File: config.mk
export PLATFORM = sky130hd
export DESIGN_NAME = usbis_status
export DESIGN_NICKNAME = d
export VERILOG_FILES = /design/src/usbis_pkg.sv /design/src/usbis_edge_if.sv /design/src/usbis_status.sv /design/src/usbis_pin_sync.sv
export SDC_FILE = /design/constraint.sdc
export NUM_CORES = 1
export LEC_CHECK = 0
export BUFFER_PORTS_ARGS = -buffer_cell sky130_fd_sc_hd__buf_4
export CAP_MARGIN = 20
export CORE_ASPECT_RATIO = 2
export CORE_MARGIN = 5
export CORE_UTILIZATION = 38
export CTS_CLUSTER_DIAMETER = 40
export DETAILED_ROUTE_END_ITERATION = 8
export HOLD_SLACK_MARGIN = 0.03
export PLACE_DENSITY = 0.63
export SYNTH_ARGS = -nofsm -noshare
export SYNTH_HDL_FRONTEND = slang
export SYNTH_SLANG_ARGS = --single-unit
File: constraint.sdc
create_clock -name clk -period 5.24 [get_ports clk]
set_input_delay 0 -clock clk [delete_from_list [all_inputs] [get_ports clk]]
set_output_delay 0 -clock clk [all_outputs]
set_load 0.005 [all_outputs]
File: src/usbis_pkg.sv
/*
  Constants shared by the interrupt status word zero block: register offsets,
  field positions, control bits, reset values and frame timing.
  Assumes a 10 MHz system clock and an 8-bit byte address on the register port.
*/
package usbis_pkg;

  // Register byte offsets
  localparam logic [7:0] USBIS_STATUS_OFF = 8'h40;
  localparam logic [7:0] USBIS_MASK_OFF = 8'h44;
  localparam logic [7:0] USBIS_CTRL_OFF = 8'h48;

  // Status word field positions
  localparam int USBIS_BUS_POWER_CHANGE_FLAG_BIT = 15;
  localparam int USBIS_RESUME_FLAG_BIT = 14;
  localparam int USBIS_FRAME_UPDATE_FLAG_BIT = 13;
  localparam int USBIS_DEVICE_STATE_CHANGE_FLAG_BIT = 12;
  localparam int USBIS_STAGE_CHANGE_FLAG_BIT = 11;
  localparam int USBIS_SUM_LSB = 8;
  localparam int USBIS_LEVEL_BIT = 7;
  localparam int USBIS_DEVICE_STATE_FIELD_LSB = 4;
  localparam int USBIS_VALID_BIT = 3;
  localparam int USBIS_CONTROL_STAGE_FIELD_LSB = 0;

  // Summary flag index within the three-bit group
  localparam int USBIS_SUM_READY = 0;
  localparam int USBIS_SUM_BUFFER_NOT_READY_SUMMARY = 1;
  localparam int USBIS_SUM_EMPTY = 2;
  localparam int USBIS_SUM_KINDS = 3;
  localparam int USBIS_PIPES = 10;

  // Bits of the status word that software may clear by writing zero
  localparam logic [15:0] USBIS_CLEARABLE = 16'hF808;
  // Bits of the status word that may raise the interrupt
  localparam logic [15:0] USBIS_IRQ_SRC = 16'hFF08;

  // Control register bits
  localparam int USBIS_CTRL_PERI_BIT = 0;
  localparam int USBIS_CTRL_ACT0_BIT = 1;
  localparam int USBIS_CTRL_ACT1_BIT = 2;
  localparam int USBIS_CTRL_SYSTEM_CLOCK_ENABLE_BIT = 3;
  localparam logic [3:0] USBIS_CTRL_RESET = 4'h0;
  localparam logic [15:0] USBIS_MASK_RESET = 16'h0000;
  localparam logic [2:0] USBIS_FIELD_RESET = 3'h0;

  // Frame timing
  localparam int USBIS_FRAME_US = 1000;
  localparam int USBIS_CLK_MHZ = 10;
  localparam int USBIS_FRAME_CYCLES = USBIS_FRAME_US * USBIS_CLK_MHZ;
  localparam int USBIS_FCNT_W = 16;

  // Frame timer states
  typedef enum logic [1:0] {
    USBIS_FS_IDLE = 2'b01,
    USBIS_FS_RUN = 2'b10
  } usbis_fstate_t;

endpackage : usbis_pkg

File: src/usbis_edge_if.sv
/*
  Carrier for one synchronised pin: its level and its edge pulses.
  Assumes source and sink share the system clock.
*/
`timescale 1ns/10ps
interface usbis_edge_if;
  logic level;
  logic rise;
  logic fall;
  modport src (output level, output rise, output fall);
  modport dst (input level, input rise, input fall);
endinterface : usbis_edge_if

File: src/usbis_status.sv
/*
  Interrupt status word zero of a dual-role USB controller, with its mask,
  a control register and the level interrupt output.
  Assumes bus-power and D+ pins are asynchronous; all engine inputs are on clk.
*/
// Strobed register access is this design's own decision.
`timescale 1ns/10ps
module usbis_status #(
  parameter int FRAME_CYCLES = usbis_pkg::USBIS_FRAME_CYCLES
) (
  // Clock and reset
  input wire logic clk,
  input wire logic rst,
  // Register port
  input wire logic [7:0] addr,
  input wire logic [15:0] wdata,
  input wire logic wr,
  input wire logic rd,
  output logic [15:0] rdata,
  // USB pins
  input wire logic vbus_pin,
  input wire logic dp_pin,
  // Protocol engine
  input wire logic sof_rx,
  input wire logic setup_rx,
  input wire logic [2:0] dev_state_in,
  input wire logic [2:0] stage_in,
  // Per-pipe status and enables
  input wire logic [9:0] pipe_ready_status,
  input wire logic [9:0] pipe_ready_enable,
  input wire logic [9:0] pipe_not_ready_status,
  input wire logic [9:0] pipe_not_ready_enable,
  input wire logic [9:0] pipe_empty_status,
  input wire logic [9:0] pipe_empty_enable,
  // Interrupt
  output logic irq
);
  import usbis_pkg::*;

  // Address match, used by every register
  function automatic logic hit(input logic [7:0] a, input logic [7:0] off);
    hit = (a == off);
  endfunction : hit

  usbis_edge_if vb_if ();
  usbis_edge_if dp_if ();

  // Pin synchronisers
  // Both pins are asynchronous; their edges come out two clocks after the pin
  usbis_pin_sync u_vbus_sync (
    .clk(clk),
    .rst(rst),
    .pin(vbus_pin),
    .edge_o(vb_if.src)
  );

  usbis_pin_sync u_dp_sync (
    .clk(clk),
    .rst(rst),
    .pin(dp_pin),
    .edge_o(dp_if.src)
  );

  logic bus_power_change_flag_r;
  logic resume_flag_r;
  logic frame_update_flag_r;
  logic device_state_change_flag_r;
  logic stage_change_flag_r;
  logic valid_r;
  logic [2:0] device_state_field_r;
  logic [2:0] control_stage_field_r;
  logic [2:0] summ_r;
  logic [15:0] mask_r;
  logic [3:0] ctrl_r;
  logic [15:0] rdata_r;
  logic [USBIS_FCNT_W-1:0] fcnt_r;
  logic [USBIS_FCNT_W-1:0] fcnt_nxt;
  logic peri_q_r;
  usbis_fstate_t fstate_r;
  usbis_fstate_t fstate_nxt;

  // Register decode
  // Unmapped addresses decode to nothing: writes are lost, reads give zero
  wire wr_status = wr & hit(addr, USBIS_STATUS_OFF);
  wire wr_mask = wr & hit(addr, USBIS_MASK_OFF);
  wire wr_ctrl = wr & hit(addr, USBIS_CTRL_OFF);
  wire rd_status = rd & hit(addr, USBIS_STATUS_OFF);
  wire rd_mask = rd & hit(addr, USBIS_MASK_OFF);
  wire rd_ctrl = rd & hit(addr, USBIS_CTRL_OFF);

  // Control bits; a role change sends the frame timer to idle, so a count
  // left from the old role can raise a frame update in the new one only in the flip cycle
  wire peri = ctrl_r[USBIS_CTRL_PERI_BIT];
  wire port_act = ctrl_r[USBIS_CTRL_ACT0_BIT] | ctrl_r[USBIS_CTRL_ACT1_BIT];
  wire sce = ctrl_r[USBIS_CTRL_SYSTEM_CLOCK_ENABLE_BIT];
  wire role_flip = peri != peri_q_r;

  // Per-bit clear strobes: only a written zero clears
  wire [15:0] clr = {16{wr_status}} & ~wdata & USBIS_CLEARABLE;

  // Event detection; bus-power and resume edges ignore the clock enable,
  // as they must be caught while software has stopped the system clock
  wire vb_evt = vb_if.rise | vb_if.fall;
  wire suspended = device_state_field_r[2];
  wire resume_flag_evt = peri & suspended & dp_if.fall;
  wire device_state_change_flag_evt = peri & sce & (dev_state_in != device_state_field_r);
  wire stage_change_flag_evt = peri & sce & (stage_in != control_stage_field_r);
  wire setup_evt = peri & sce & setup_rx;

  // Frame timer decode
  wire fcnt_end = fcnt_r == USBIS_FCNT_W'(FRAME_CYCLES - 1);
  wire frun = fstate_r == USBIS_FS_RUN;
  wire host_tick = ~peri & frun & port_act & fcnt_end;
  wire peri_sof = peri & sce & sof_rx;
  wire peri_interp = peri & frun & fcnt_end & ~sof_rx;
  wire frame_tick = host_tick | peri_sof | peri_interp;

  // Frame timer next state
  // Host role runs while a port is active; peripheral role waits for a frame start
  always_comb begin
    fstate_nxt = fstate_r;
    case (fstate_r)
      USBIS_FS_IDLE: begin
        if (sce & ~role_flip & (peri ? sof_rx : port_act)) begin
          fstate_nxt = USBIS_FS_RUN;
        end
      end
      USBIS_FS_RUN: begin
        if (~sce | role_flip | (~peri & ~port_act)) begin
          fstate_nxt = USBIS_FS_IDLE;
        end
      end
      default: begin
        fstate_nxt = USBIS_FS_IDLE;
      end
    endcase
  end

  // Frame counter restarts on a received frame start or at wrap
  // FRAME_CYCLES must fit in the counter width
  always_comb begin
    fcnt_nxt = fcnt_r + USBIS_FCNT_W'(1);
    if (fstate_nxt != USBIS_FS_RUN || peri_sof || fcnt_end) begin
      fcnt_nxt = '0;
    end
  end

  // Frame timer registers
  always_ff @(posedge clk) begin
    if (rst) begin
      fstate_r <= USBIS_FS_IDLE;
      fcnt_r <= '0;
      peri_q_r <= 1'b0;
    end else begin
      fstate_r <= fstate_nxt;
      fcnt_r <= fcnt_nxt;
      peri_q_r <= peri;
    end
  end

  // Sticky flags: a set in the clearing cycle wins
  // Keeping the event means a clear racing a new edge never loses an
  // interrupt; software simply sees the flag again
  always_ff @(posedge clk) begin
    if (rst) begin
      bus_power_change_flag_r <= 1'b0;
      resume_flag_r <= 1'b0;
      frame_update_flag_r <= 1'b0;
      device_state_change_flag_r <= 1'b0;
      stage_change_flag_r <= 1'b0;
      valid_r <= 1'b0;
    end else begin
      bus_power_change_flag_r <= vb_evt | (bus_power_change_flag_r & ~clr[USBIS_BUS_POWER_CHANGE_FLAG_BIT]);
      resume_flag_r <= resume_flag_evt | (resume_flag_r & ~clr[USBIS_RESUME_FLAG_BIT]);
      frame_update_flag_r <= frame_tick | (frame_update_flag_r & ~clr[USBIS_FRAME_UPDATE_FLAG_BIT]);
      device_state_change_flag_r <= device_state_change_flag_evt | (device_state_change_flag_r & ~clr[USBIS_DEVICE_STATE_CHANGE_FLAG_BIT]);
      stage_change_flag_r <= stage_change_flag_evt | (stage_change_flag_r & ~clr[USBIS_STAGE_CHANGE_FLAG_BIT]);
      valid_r <= setup_evt | (valid_r & ~clr[USBIS_VALID_BIT]);
    end
  end

  // State and stage fields follow the engine in peripheral role only
  // In host role they hold their last value, which reads as undefined there
  always_ff @(posedge clk) begin
    if (rst) begin
      device_state_field_r <= USBIS_FIELD_RESET;
      control_stage_field_r <= USBIS_FIELD_RESET;
    end else begin
      if (device_state_change_flag_evt) begin
        device_state_field_r <= dev_state_in;
      end
      if (stage_change_flag_evt) begin
        control_stage_field_r <= stage_in;
      end
    end
  end

  // Buffer summaries, one per kind
  // Each kind is the OR of its per-pipe status bits gated by their enables
  wire [9:0] pipe_stat [USBIS_SUM_KINDS];
  wire [9:0] pipe_en [USBIS_SUM_KINDS];
  assign pipe_stat[USBIS_SUM_READY] = pipe_ready_status;
  assign pipe_stat[USBIS_SUM_BUFFER_NOT_READY_SUMMARY] = pipe_not_ready_status;
  assign pipe_stat[USBIS_SUM_EMPTY] = pipe_empty_status;
  assign pipe_en[USBIS_SUM_READY] = pipe_ready_enable;
  assign pipe_en[USBIS_SUM_BUFFER_NOT_READY_SUMMARY] = pipe_not_ready_enable;
  assign pipe_en[USBIS_SUM_EMPTY] = pipe_empty_enable;

  // Summary flags ignore software writes entirely
  wire [2:0] summ_nxt;
  for (genvar k = 0; k < USBIS_SUM_KINDS; k++) begin : g_summ
    assign summ_nxt[k] = |(pipe_stat[k] & pipe_en[k]);
  end

  always_ff @(posedge clk) begin
    if (rst) begin
      summ_r <= 3'h0;
    end else begin
      summ_r <= summ_nxt;
    end
  end

  // Assembled status word
  wire [15:0] status_word = {bus_power_change_flag_r, resume_flag_r, frame_update_flag_r, device_state_change_flag_r, stage_change_flag_r, summ_r,
                             vb_if.level, device_state_field_r, valid_r, control_stage_field_r};

  // Mask and control registers
  // Unused mask bits are stored as zero so irq sees only event and summary bits
  always_ff @(posedge clk) begin
    if (rst) begin
      mask_r <= USBIS_MASK_RESET;
      ctrl_r <= USBIS_CTRL_RESET;
    end else begin
      if (wr_mask) begin
        mask_r <= wdata & USBIS_IRQ_SRC;
      end
      if (wr_ctrl) begin
        ctrl_r <= wdata[3:0];
      end
    end
  end

  // Read data for one cycle after the strobe, zero otherwise
  // Reads have no side effect, so polling the level bit is harmless
  wire [15:0] rd_mux = rd_status ? status_word :
                       rd_mask ? mask_r :
                       rd_ctrl ? {12'h000, ctrl_r} : 16'h0000;

  always_ff @(posedge clk) begin
    if (rst) begin
      rdata_r <= 16'h0000;
    end else begin
      rdata_r <= rd_mux;
    end
  end

  // Outputs
  assign rdata = rdata_r;
  assign irq = |(status_word & mask_r & USBIS_IRQ_SRC);

  // Cycles since the last frame update while the peripheral timer runs;
  // a missing update shows as this count reaching a full frame
  logic [USBIS_FCNT_W-1:0] gap_r;
  wire gap_run = peri & frun & ~frame_tick;

  always_ff @(posedge clk) begin
    if (rst) begin
      gap_r <= '0;
    end else if (gap_run) begin
      gap_r <= gap_r + USBIS_FCNT_W'(1);
    end else begin
      gap_r <= '0;
    end
  end
endmodule : usbis_status

File: src/usbis_pin_sync.sv
/*
  Two-flop synchroniser with edge detection for one asynchronous pin.
  Assumes the pin may change at any time; edges are reported only once the
  pipeline holds real pin samples after reset.
*/
`timescale 1ns/10ps
module usbis_pin_sync (
  // Clock and reset
  input wire logic clk,
  input wire logic rst,
  // Pin and result
  input wire logic pin,
  usbis_edge_if.src edge_o
);

  logic meta_r;
  logic sync_r;
  logic prev_r;
  logic [2:0] fill_r;

  // Synchroniser chain and fill marker
  always_ff @(posedge clk) begin
    if (rst) begin
      meta_r <= 1'b0;
      sync_r <= 1'b0;
      prev_r <= 1'b0;
      fill_r <= 3'h0;
    end else begin
      meta_r <= pin;
      sync_r <= meta_r;
      prev_r <= sync_r;
      fill_r <= {fill_r[1:0], 1'b1};
    end
  end

  // Edges only after the chain is primed, so reset never fakes one
  assign edge_o.level = sync_r;
  assign edge_o.rise = fill_r[2] & sync_r & ~prev_r;
  assign edge_o.fall = fill_r[2] & ~sync_r & prev_r;

endmodule : usbis_pin_sync

# Word-level counts from Yosys, hierarchy flattened
# Cells that the tools add are included.
totals:
  wordCells: 118
  register_bits: 75
classes:
  n_reduce_logical: 7
  n_bitwise: 66
  muxes: 9
  add_sub_neg: 1
  eq_ne: 10
op_table:
  columns: ["operator", "count"]
  rows:
  - ["$and 1x1->1", 34]
  - ["$and 16x16->16", 2]
  - ["$mux 16", 2]
  - ["$and 10x10->10", 3]
  - ["$reduce_or 10->1", 3]
  - ["$eq 8x7->1 const B", 3]
  - ["$add 16x1->16 const B", 1]
  - ["$eq 16x14->1 const B", 1]
  - ["$not 16->16", 1]
  - ["$not 1->1", 14]
  - ["$or 1x1->1", 12]
  - ["$reduce_or 9->1", 1]
  - ["$ne 3x3->1", 2]
  - ["$mux 2", 2]
  - ["$mux 4", 1]
  - ["$pmux 2 s2", 1]
  - ["$mux 1", 3]
  - ["$eq 2x1->1 const B", 1]
  - ["$eq 2x2->1 const B", 1]
  - ["$logic_or 1x1->1", 2]
  - ["$ne 2x2->1 const B", 1]
  - ["$reduce_or 2->1", 1]
  - ["$ne 1x1->1", 1]

# Longest topological paths before layout
# Gate-level depths: netlist (run 1).
logic_depth:
  ltp_word: 10
  mapped_depth: 8
  mapped_depth_nobuf: 7

# Hierarchy
# Synthesis (run 1) repeated with hierarchy kept, for this count alone.
hier_totals:
  cells_unflattened: 322
  area_unflattened_um2: 3088.0
modules_own_cells:
  columns: ["module", "area_per_inst_um2", "cells_each", "instances", "seq_area_each_um2"]
  rows:
  - ["usbis_status", 2742.6, 294, 1, 1261.2]
  - ["usbis_pin_sync", 172.7, 14, 2, 120.1]

# Worst setup path after synthesis (run 1)
# Ideal clock, no wire load.
synth_path:
  path_type: "register to register"
  start: "register ctrl_r[3]"
  end: "register fcnt_r[10]"
  setup_time_ns: 0.065
  setup_slack_ns: 3.396
  required_ns: 5.175
  n_path_buf: 2
  arrival_ns: 1.779
  path_stages_with_launch: 8
  path_cell_list: "dfxtp_1 > clkbuf_1 > nand4_1 > a32o_1 > a211oi_1 > o211ai_1 > clkbuf_1 > nor2_1"
synth_via:
  elab_chain_cells: 9
  elab_cells_between_ends: 14
  classes_between: "eq/ne: 1; mux: 3; bitwise: 7; reduce/logical: 3"
synth_lines:
  columns: ["item", "line_no", "rtl"]
  rows:
  - ["from (decl)", "usbis_status.sv:74", "logic [3:0] ctrl_r;"]
  - ["from (signal assigned)", "usbis_status.sv:238", "ctrl_r <= wdata[3:0];"]
  - ["$not 1->1", "usbis_status.sv:129", "if (~sce | role_flip | (~peri & ~port_act)) begin"]
  - ["$or 1x1->1 (2 in a row)", "usbis_status.sv:129", null]
  - ["$mux 2", "usbis_status.sv:129", null]
  - ["$pmux 2 s2", "usbis_status.sv:122", "case (fstate_r)"]
  - ["$ne 2x2->1", "usbis_status.sv:143", "if (fstate_nxt != USBIS_FS_RUN || peri_sof || fcnt_end) begin"]
  - ["$logic_or 1x1->1 * (2 in a row)", "usbis_status.sv:143", null]
  - ["$reduce_or 2->1 (no source line) *", null, null]
  - ["to (signal assigned)", "usbis_status.sv:156", "fcnt_r <= fcnt_nxt;"]
  - ["to (decl)", "usbis_status.sv:76", "logic [USBIS_FCNT_W-1:0] fcnt_r;"]
# Every way passes the cells marked *; elsewhere a longest branch is shown, timed or not.
# A chain may end at the register's enable or synchronous reset.

# Worst setup path after layout (run 1)
layout_path:
  start: "register ctrl_r[0]"
  end: "register fcnt_r[2]"
layout_via:
  elab_chain_cells: 10
  elab_cells_between_ends: 18
  classes_between: "eq/ne: 2; mux: 4; bitwise: 9; reduce/logical: 3"
layout_lines:
  columns: ["item", "line_no", "rtl"]
  rows:
  - ["$ne 1x1->1", "usbis_status.sv:96", "wire role_flip = peri != peri_q_r;"]
  - ["$not 1->1", "usbis_status.sv:124", "if (sce & ~role_flip & (peri ? sof_rx : port_act)) begin"]
  - ["$and 1x1->1 (2 in a row)", "usbis_status.sv:124", null]
  - ["$mux 2", "usbis_status.sv:124", null]
  - ["$pmux 2 s2", "usbis_status.sv:122", null]
  - ["$ne 2x2->1", "usbis_status.sv:143", null]
  - ["$logic_or 1x1->1 * (2 in a row)", "usbis_status.sv:143", null]
  - ["$reduce_or 2->1 (no source line) *", null, null]
# Marks and branches as above.

==> results.ini, run 1 <==
[sta]
slew_headroom_pct=68.5
finalSetupViolCount=0
hold_slack_ps=78.7
tns_ps=0
rsz0062_at_grt=no
hold_viol_final=0
maxSlewViolCount=0
clock_skew_ps=7.75
min_period_ps=2160
fin_crit_sh_pct=41.2
worst_pin_slew_ps=471
fmax_mhz=463

[finish]
syn_to_final_growth_pct=51.8
drive_gt1_share_pct=29.0
nets=555
diodes=0

[setup_path]
critPathCaptureType=flip-flop
crit_type=reg2reg
crit_family=compound AO/OA/AOI/OAI gates
crit_buf_inv=1
worstPathRequired_ps=5500
cp_cell_sequence=nand4_1 -> a32o_1 -> a211oi_1 -> o211ai_1 -> buf_4 -> nor2_1
worstPathArrival_ps=2420
slowest_stage=dfxtp_1
start_kind=flip-flop
crit_fanout=12
slowest_delay_ps=560

[synth]
synth_edf_count=0
ys_top_cells_by_area=dfxtp_1 49%, mux2i_1 8.8%, nor2_1 5.8%
ys_ff_latch=72
syn-num-nets=413
synth_common_cells=72 x dfxtp_1, 46 x nor2_1, 26 x mux2i_1
ys_types=46
synth_seq_area_share_pct=48.5
postSynth.asyncResetShare_pct=0
yosysTopAreaCellShare_pct=48.5
yosysWarningCount=0
yosysTopAreaCell=dfxtp_1
yosysMostFrequentCell=dfxtp_1
synth-main-ff-cell=dfxtp_1
syn_avg_cell_area_sq_um=9.52
syn_inst=312
synth_area_sq_um=2970

[clocking]
cts_root_buf=clkbuf_16
post_cts_resized=0
cts-buffers-inserted=9
hold_buffers=33
postCtsSetupRepairBufs=0
clk_pin_slew_ps=60
clock-sinks=72
insertion_delay_ps=330
cts_max_path_buffers=2
htreeDepth=3
cts_tree=done

[routing]
drc=0
wl_met3_um=279
dr.first_iter.drc_count=146
met1Wirelength_um=3060
ant_nets=0
num_vias=2749
wl_per_cell_um=14.7
dr.pass1.iters=4
highest_layer=met4
wl_um=8130
vias_per_cell=4.97
met2_length_um=4540

[min_path]
hp-class=in2reg

[floorplan]
die_area_sq_um=9790
initial_core_util_pct=39.1
core-area_sq_um=7600
io_pins=115
row_count=45
die_x_um=72.5
die_y_um=135

[grt]
antenna_found_initial=0
grt_pass1_wl_um=12900
grt_overflow=0
grt_pass1_vias=2809
grt.total_usage_pct=16.9
grt_max_degree=43

[placed_design]
hpwlAfterDp_um=6180
port_buffers=110
place.gp.congestion=0.811

[run]
maxCapViolCount=0

[status]
status=completed

[power_and_ir_drop]
pwr_density_cell_nw_per_um2=288
ir_worst_vdd_mv=0.171
leakage_nw=1.93

==> layout by cell type, fill, tap and decap left out, types with 2 or more instances in the layout <==
cell             n
buf_4          111
dfxtp_1         72
nor2_1          46
dlygate4sd3_1   33
mux2i_1         26
nand2_1         25
xor2_1          19
a21oi_1         12
nor2b_1         11
nand3_1         10
clkbuf_16        9
a22o_1           7
a221oi_1         7
nand4_1          6
inv_1            5
a22oi_1          5
and2_1           5
o21ai_0          5
nor4_1           3
a31oi_1          3
ha_1             3
clkinv_2         3
or4b_1           2
nand4b_1         2
xnor2_1          2
o31ai_1          2
bufinv_16        2
==> kinds of logic after synthesis <==
logic type                 share of synthesized area (%)
AOI/OAI and AO/OA                                   11.7
xor gates and xnor gates                            6.19
adders and majority gates                           1.26
buffers and inverters                               2.49
DFF                                                 48.5
muxes                                               9.14
and+or+nand+nor                                     20.7
==> flip-flops by register name, summed over array words and instances, names as in the netlist, 2 cells and up <==
name / count
fcnt_r: 16
rdata: 16
device_state_field_r: 3
u_dp_sync.fill_r: 2
summ_r: 3
control_stage_field_r: 3
mask_r: 9
ctrl_r: 4
fstate_r: 2
==> routing by layer <==
layer	vias to the layer above	GRT usage (%)
li1	1382	-
met1	1291	17.8
met2	55	31.6
met3	21	3.35
met4	0	6.78
met5	-	0
==> cell type report <==
| cell class | count | area (sq um) |
|---|---|---|
| inverter | 5 | 18.8 |
| timing repair buffer | 144 | 1160 |
| clock buffer | 10 | 229 |
| sequential | 72 | 1440 |
| multi-input combinational | 222 | 1460 |
| clock inverter | 6 | 83.8 |
| tap | 94 | 118 |
| fill | 695 | 3090 |
==> per-stage QoR <==
stage	utilization, %	std cells	instance area [sq um]	power, mW	setup WS, ps
after floorplan	-	312	2970	0.595	3400
after global placement	50.8	503	3860	0.656	3010
after detailed placement	50.9	504	3870	0.657	3080
after CTS	59.3	553	4510	1.31	3070
after global routing	59.3	553	4510	1.35	2850
final	59.3	553	4510	1.30	3080
==> power by group <==
group	leakage [nW]	switching, mW	total [mW]	internal, mW
Sequential	0.583	0.00283	0.556	0.553
Combinational	1.19	0.0343	0.109	0.0752
Clock	0.156	0.220	0.635	0.415
Total	1.93	0.257	1.30	1.04
==> tightest hold or removal path: cells and delay by family <==
kind / cells / cell delay (ps)
buffers and inverters: 1 / 100
AO/OA/AOI/OAI: 1 / 110
AND/OR/NAND/NOR: 2 / 150
==> path summary, 6_finish.rpt <==
check / start / endpoint / slack, ps / depth (start not counted)
worst max-delay path: ctrl_r[0]$_SDFFE_PP0P_ / fcnt_r[2]$_SDFF_PP0_ / 3080 / 6
worst min-delay path: sof_rx / fcnt_r[8]$_SDFF_PP0_ / 80 / 4
worst max register to register: ctrl_r[0]$_SDFFE_PP0P_ / fcnt_r[2]$_SDFF_PP0_ / 3080 / 6
worst min register to register: u_dp_sync.fill_r[1]$_SDFF_PP0_ / u_dp_sync.fill_r[2]$_SDFF_PP0_ / 430 / 1
(Power assumes the default switching activity.)
==> run 2, diff against run 1 <==
==> constraint.sdc (replaced) <==
create_clock -name clk -period 2 [get_ports clk]
set_input_delay 0 -clock clk [delete_from_list [all_inputs] [get_ports clk]]
set_output_delay 0 -clock clk [all_outputs]
set_load 0.005 [all_outputs]
==> run 2 against run 1 <==
Effect of this change: setup slack got worse by 2900 ps; fmax rose by 18%; sequential share of layout area about the same; total power grew 140%; flip-flop and latch count stayed put; largest power group is now registers.
==> results.ini, run 2 (synthesis results as in run 1) <==
[status]
status=completed

[sta]
min_period_ps=1830
worst_pin_slew_ps=451
tns_ps=0
clock_skew_ps=4.57
maxSlewViolCount=0
fin_crit_sh_pct=91.4
hold_viol_final=0
rsz0062_at_grt=no
slew_headroom_pct=70.0
finalSetupViolCount=0
fmax_mhz=547

[setup_path]
critPathCaptureType=flip-flop
slowest_delay_ps=410
worstPathRequired_ps=2270
start_kind=flip-flop
crit_type=reg2reg
slowest_stage=dfxtp_1
cp.depth=7
worstPathArrival_ps=2090
crit_buf_inv=2
rr_worst_depth=7
crit_family=compound AO/OA/AOI/OAI gates
cp_cell_sequence=inv_1 -> ha_1 -> a32o_1 -> a211oi_1 -> o211ai_1 -> buf_4 -> nor2_1
crit_fanout=15

[clocking]
cts_max_path_buffers=2
hold_buffers=33
htreeDepth=3
cts_tree=done
clock-sinks=72
cts-buffers-inserted=9
post_cts_resized=0
insertion_delay_ps=330
cts_root_buf=clkbuf_16
postCtsSetupRepairBufs=0
clk_pin_slew_ps=50

[routing]
wl_um=8450
dr.pass1.iters=4
dr.first_iter.drc_count=145
vias_per_cell=4.97
ant_nets=0
wl_per_cell_um=15.1
drc=0
num_vias=2779

[finish]
multiInputGateArea_sq_um=1460
diodes=0
fin_area_sq_um=4510
regArea_sq_um=1440
final_common_cell=buf_4
nets=561
drive_gt1_share_pct=29.7
fin_cells=559
mostFrequentLayoutCells=117 x buf_4, 72 x dfxtp_1, 46 x nor2_1
nFillCells=707
syn_to_final_growth_pct=51.8

[grt]
grt_overflow=0
grt_pass1_wl_um=13700
grt.total_usage_pct=18.1
grt_max_degree=43
antenna_found_initial=0
grt_pass1_vias=2888

[floorplan]
core-area_sq_um=7600
die_x_um=72.5
initial_core_util_pct=39.1
row_count=45
io_pins=115
die_y_um=135
die_area_sq_um=9790

[placed_design]
place.gp.congestion=0.812
port_buffers=110
dpl-instance-area_sq_um=3910
dp_cells=510
hpwlAfterDp_um=6410

[power_and_ir_drop]
leakage_nw=1.94
pwr_density_cell_nw_per_um2=703
power_mw=3.17
ir_worst_vdd_mv=0.676

[min_path]
whs_path_depth=4
hp-class=in2reg

[run]
maxCapViolCount=0

==> run 2: cell count changes in the layout (fill, tap and decap cells not counted), sizes merged <==
cell,delta
clkbuf,+2
bufinv,-2
buf,+6
==> run 2: power breakdown <==
group	leakage (nW)	total, mW	internal [mW]	switching [mW]
registers	0.583	1.46	1.45	0.00818
logic	1.22	0.291	0.200	0.0919
clock network	0.136	1.42	0.863	0.558
==> run 2: worst paths after layout <==
check,start,to,slack (ps)
max,fstate_r[0]$_SDFF_PP1_,fcnt_r[3]$_SDFF_PP0_,170
min,sof_rx,fcnt_r[8]$_SDFF_PP0_,60
max reg2reg,fstate_r[0]$_SDFF_PP1_,fcnt_r[3]$_SDFF_PP0_,170
min reg2reg,u_vbus_sync.meta_r$_SDFF_PP0_,u_vbus_sync.edge_o.level$_SDFF_PP0_,430
==> run 2: metrics by stage <==
stage	worst slack [ps]	utilization, %	hold slack [ps]
2_1_floorplan	156	-	75.7
3_3_place_gp	8.58	51.5	216
3_5_place_dp	-45.7	51.5	220
4_1_cts	144	59.3	57.0
5_1_grt	20.6	59.3	109
6_report	172	59.3	59.3
==> run 2: area by class of cell <==
cell class                      count  area share (%)
Clock buffer                       12            5.47
Clock inverter                      4           0.444
Inverter                            5           0.416
Multi-Input combinational cell    222            32.3
Sequential cell                    72            32.0
Tap cell                           94            2.61
Timing Repair Buffer              150            26.8
==> run 2: tightest hold or removal path, cell delays in order <==
cell and delay [ps]:
buf_4 110, a32oi_1 100, nand3_1 100, nor2_1 40
==> run 2: metal layers <==
layer  up-vias  global-route usage, %  routed length, um
li1       1397                      -                  -
met4         0                   7.29                221
met5         -                      0                  0
met1      1298                   19.4               3160
met2        67                   33.2               4730
met3        17                   4.25                326
==> run 3, diff against run 2 <==
--- a/config.mk
+++ b/config.mk
@@ -12,7 +12,9 @@
 export CORE_UTILIZATION = 38
 export CTS_CLUSTER_DIAMETER = 40
 export DETAILED_ROUTE_END_ITERATION = 8
+export GPL_ROUTABILITY_DRIVEN = 0
 export HOLD_SLACK_MARGIN = 0.03
+export MAX_ROUTING_LAYER = met4
 export PLACE_DENSITY = 0.63
 export SYNTH_ARGS = -nofsm -noshare
 export SYNTH_HDL_FRONTEND = slang
==> constraint.sdc (replaced) <==
create_clock -name clk -period 2 [get_ports clk]
set_input_delay 0 -clock clk [delete_from_list [all_inputs] [get_ports clk]]
set_output_delay 0 -clock clk [all_outputs]
set_load 0.01 [all_outputs]
==> run 3 against run 2 <==
Effect of this change: wire length fell by 0.63%; flip-flop and latch count did not move; clock power barely moved; final area did not move; fmax fell by 0.13%; register-to-register slack barely moved; setup slack got worse by 2.3 ps; sequential power barely moved; utilization did not move; die area did not move.
==> results.ini, run 3 (synthesis results as in run 1) <==
[floorplan]
initial_core_util_pct=39.1
die_y_um=135
row_count=45
core-area_sq_um=7600
io_pins=115
die_area_sq_um=9790
die_x_um=72.5

[routing]
highest_layer=met4
wl_um=8390
met2_length_um=4780
num_vias=2776
wl_met3_um=270
met1Wirelength_um=3150
drc=0
dr.first_iter.drc_count=165
vias_per_cell=4.97
wl_per_cell_um=15.0
ant_nets=0
dr.pass1.iters=4

[setup_path]
slowest_delay_ps=410
crit_fanout=15
rr_worst_depth=7
crit_type=reg2reg
worstPathArrival_ps=2090
worstPathRequired_ps=2260
cp_cell_sequence=inv_1 -> ha_1 -> a32o_1 -> a211oi_1 -> o211ai_1 -> buf_4 -> nor2_1
critPathCaptureType=flip-flop
slowest_stage=dfxtp_1
start_kind=flip-flop

[min_path]
whs_path_depth=4
hp-class=in2reg

[grt]
grt.total_usage_pct=18.7
antenna_found_initial=0
grt_pass1_wl_um=13700
grt_pass1_vias=2886
grt_overflow=0
grt_max_degree=43

[sta]
hold_viol_final=0
worst_pin_slew_ps=446
maxSlewViolCount=0
fmax_mhz=546
hold_slack_ps=65.7
rsz0062_at_grt=no
slew_headroom_pct=70.3
clock_skew_ps=4.92
min_period_ps=1830
finalSetupViolCount=0
fin_crit_sh_pct=91.5

[finish]
drive_gt1_share_pct=29.7
mostFrequentLayoutCells=117 x buf_4, 72 x dfxtp_1, 46 x nor2_1
fin_cells=559
multiInputGateArea_sq_um=1460
final_common_cell=buf_4
nets=561
syn_to_final_growth_pct=51.8
diodes=0
regArea_sq_um=1440
nFillCells=707

[clocking]
cts_tree=done
post_cts_resized=0
cts-buffers-inserted=9
cts_max_path_buffers=2
htreeDepth=3
hold_buffers=33
cts_root_buf=clkbuf_16
insertion_delay_ps=320
clk_pin_slew_ps=50
postCtsSetupRepairBufs=0
clock-sinks=72

[placed_design]
hpwlAfterDp_um=6410
dp_cells=510
port_buffers=110

[run]
maxCapViolCount=0

[power_and_ir_drop]
pwr_density_cell_nw_per_um2=702
ir_worst_vdd_mv=0.674
leakage_nw=1.94

[status]
status=completed

-- run 3: area by class of cell --
type                       instances  area share (%)
multi-input combinational        222            32.3
sequential                        72            32.0
timing repair buffer             150            26.8
clock buffer                      12            5.47
tap                               94            2.61
clock inverter                     4           0.444
inverter                           5           0.416
-- run 3: where the power goes --
part | leakage [nW] | switching (mW) | internal, mW
Clock | 0.136 | 0.551 | 0.864
Combinational | 1.22 | 0.0917 | 0.200
Sequential | 0.583 | 0.00810 | 1.45
-- run 3: per-stage QoR --
stage	power, mW	utilization [%]	setup TNS [ps]	instance area (sq um)	setup slack (ps)
2_1_floorplan	1.56	-	0	2970	156
3_3_place_gp	1.72	51.5	0	3910	8.58
3_5_place_dp	1.73	51.5	-106	3910	-45.7
4_1_cts	3.20	59.3	0	4510	144
5_1_grt	3.30	59.3	0	4510	20.6
6_report	3.16	59.3	0	4510	170
-- run 3: critical path: cells and delay by family, from the launching register on --
kind                     cells  cell delay [ps]
AO/OA/AOI/OAI                3              710
AND/OR/NAND/NOR              1              110
buffers and inverters        2              290
adder cells (fa/ha/maj)      1              250
flip-flops                   1              410
-- run 3: worst paths after layout --
path	end	slack, ps	startpoint
max reg2reg	fcnt_r[10]$_SDFF_PP0_	170	fstate_r[0]$_SDFF_PP1_
min reg2reg	u_vbus_sync.edge_o.level$_SDFF_PP0_	430	u_vbus_sync.meta_r$_SDFF_PP0_
min	fcnt_r[8]$_SDFF_PP0_	70	sof_rx
max	fcnt_r[10]$_SDFF_PP0_	170	fstate_r[0]$_SDFF_PP1_
-- run 3: metal layers --
layer	vias up	track usage [%]
met5	-	-
met4	0	7.29
met3	14	4.25
met2	56	33.1
met1	1309	19.5
li1	1397	-
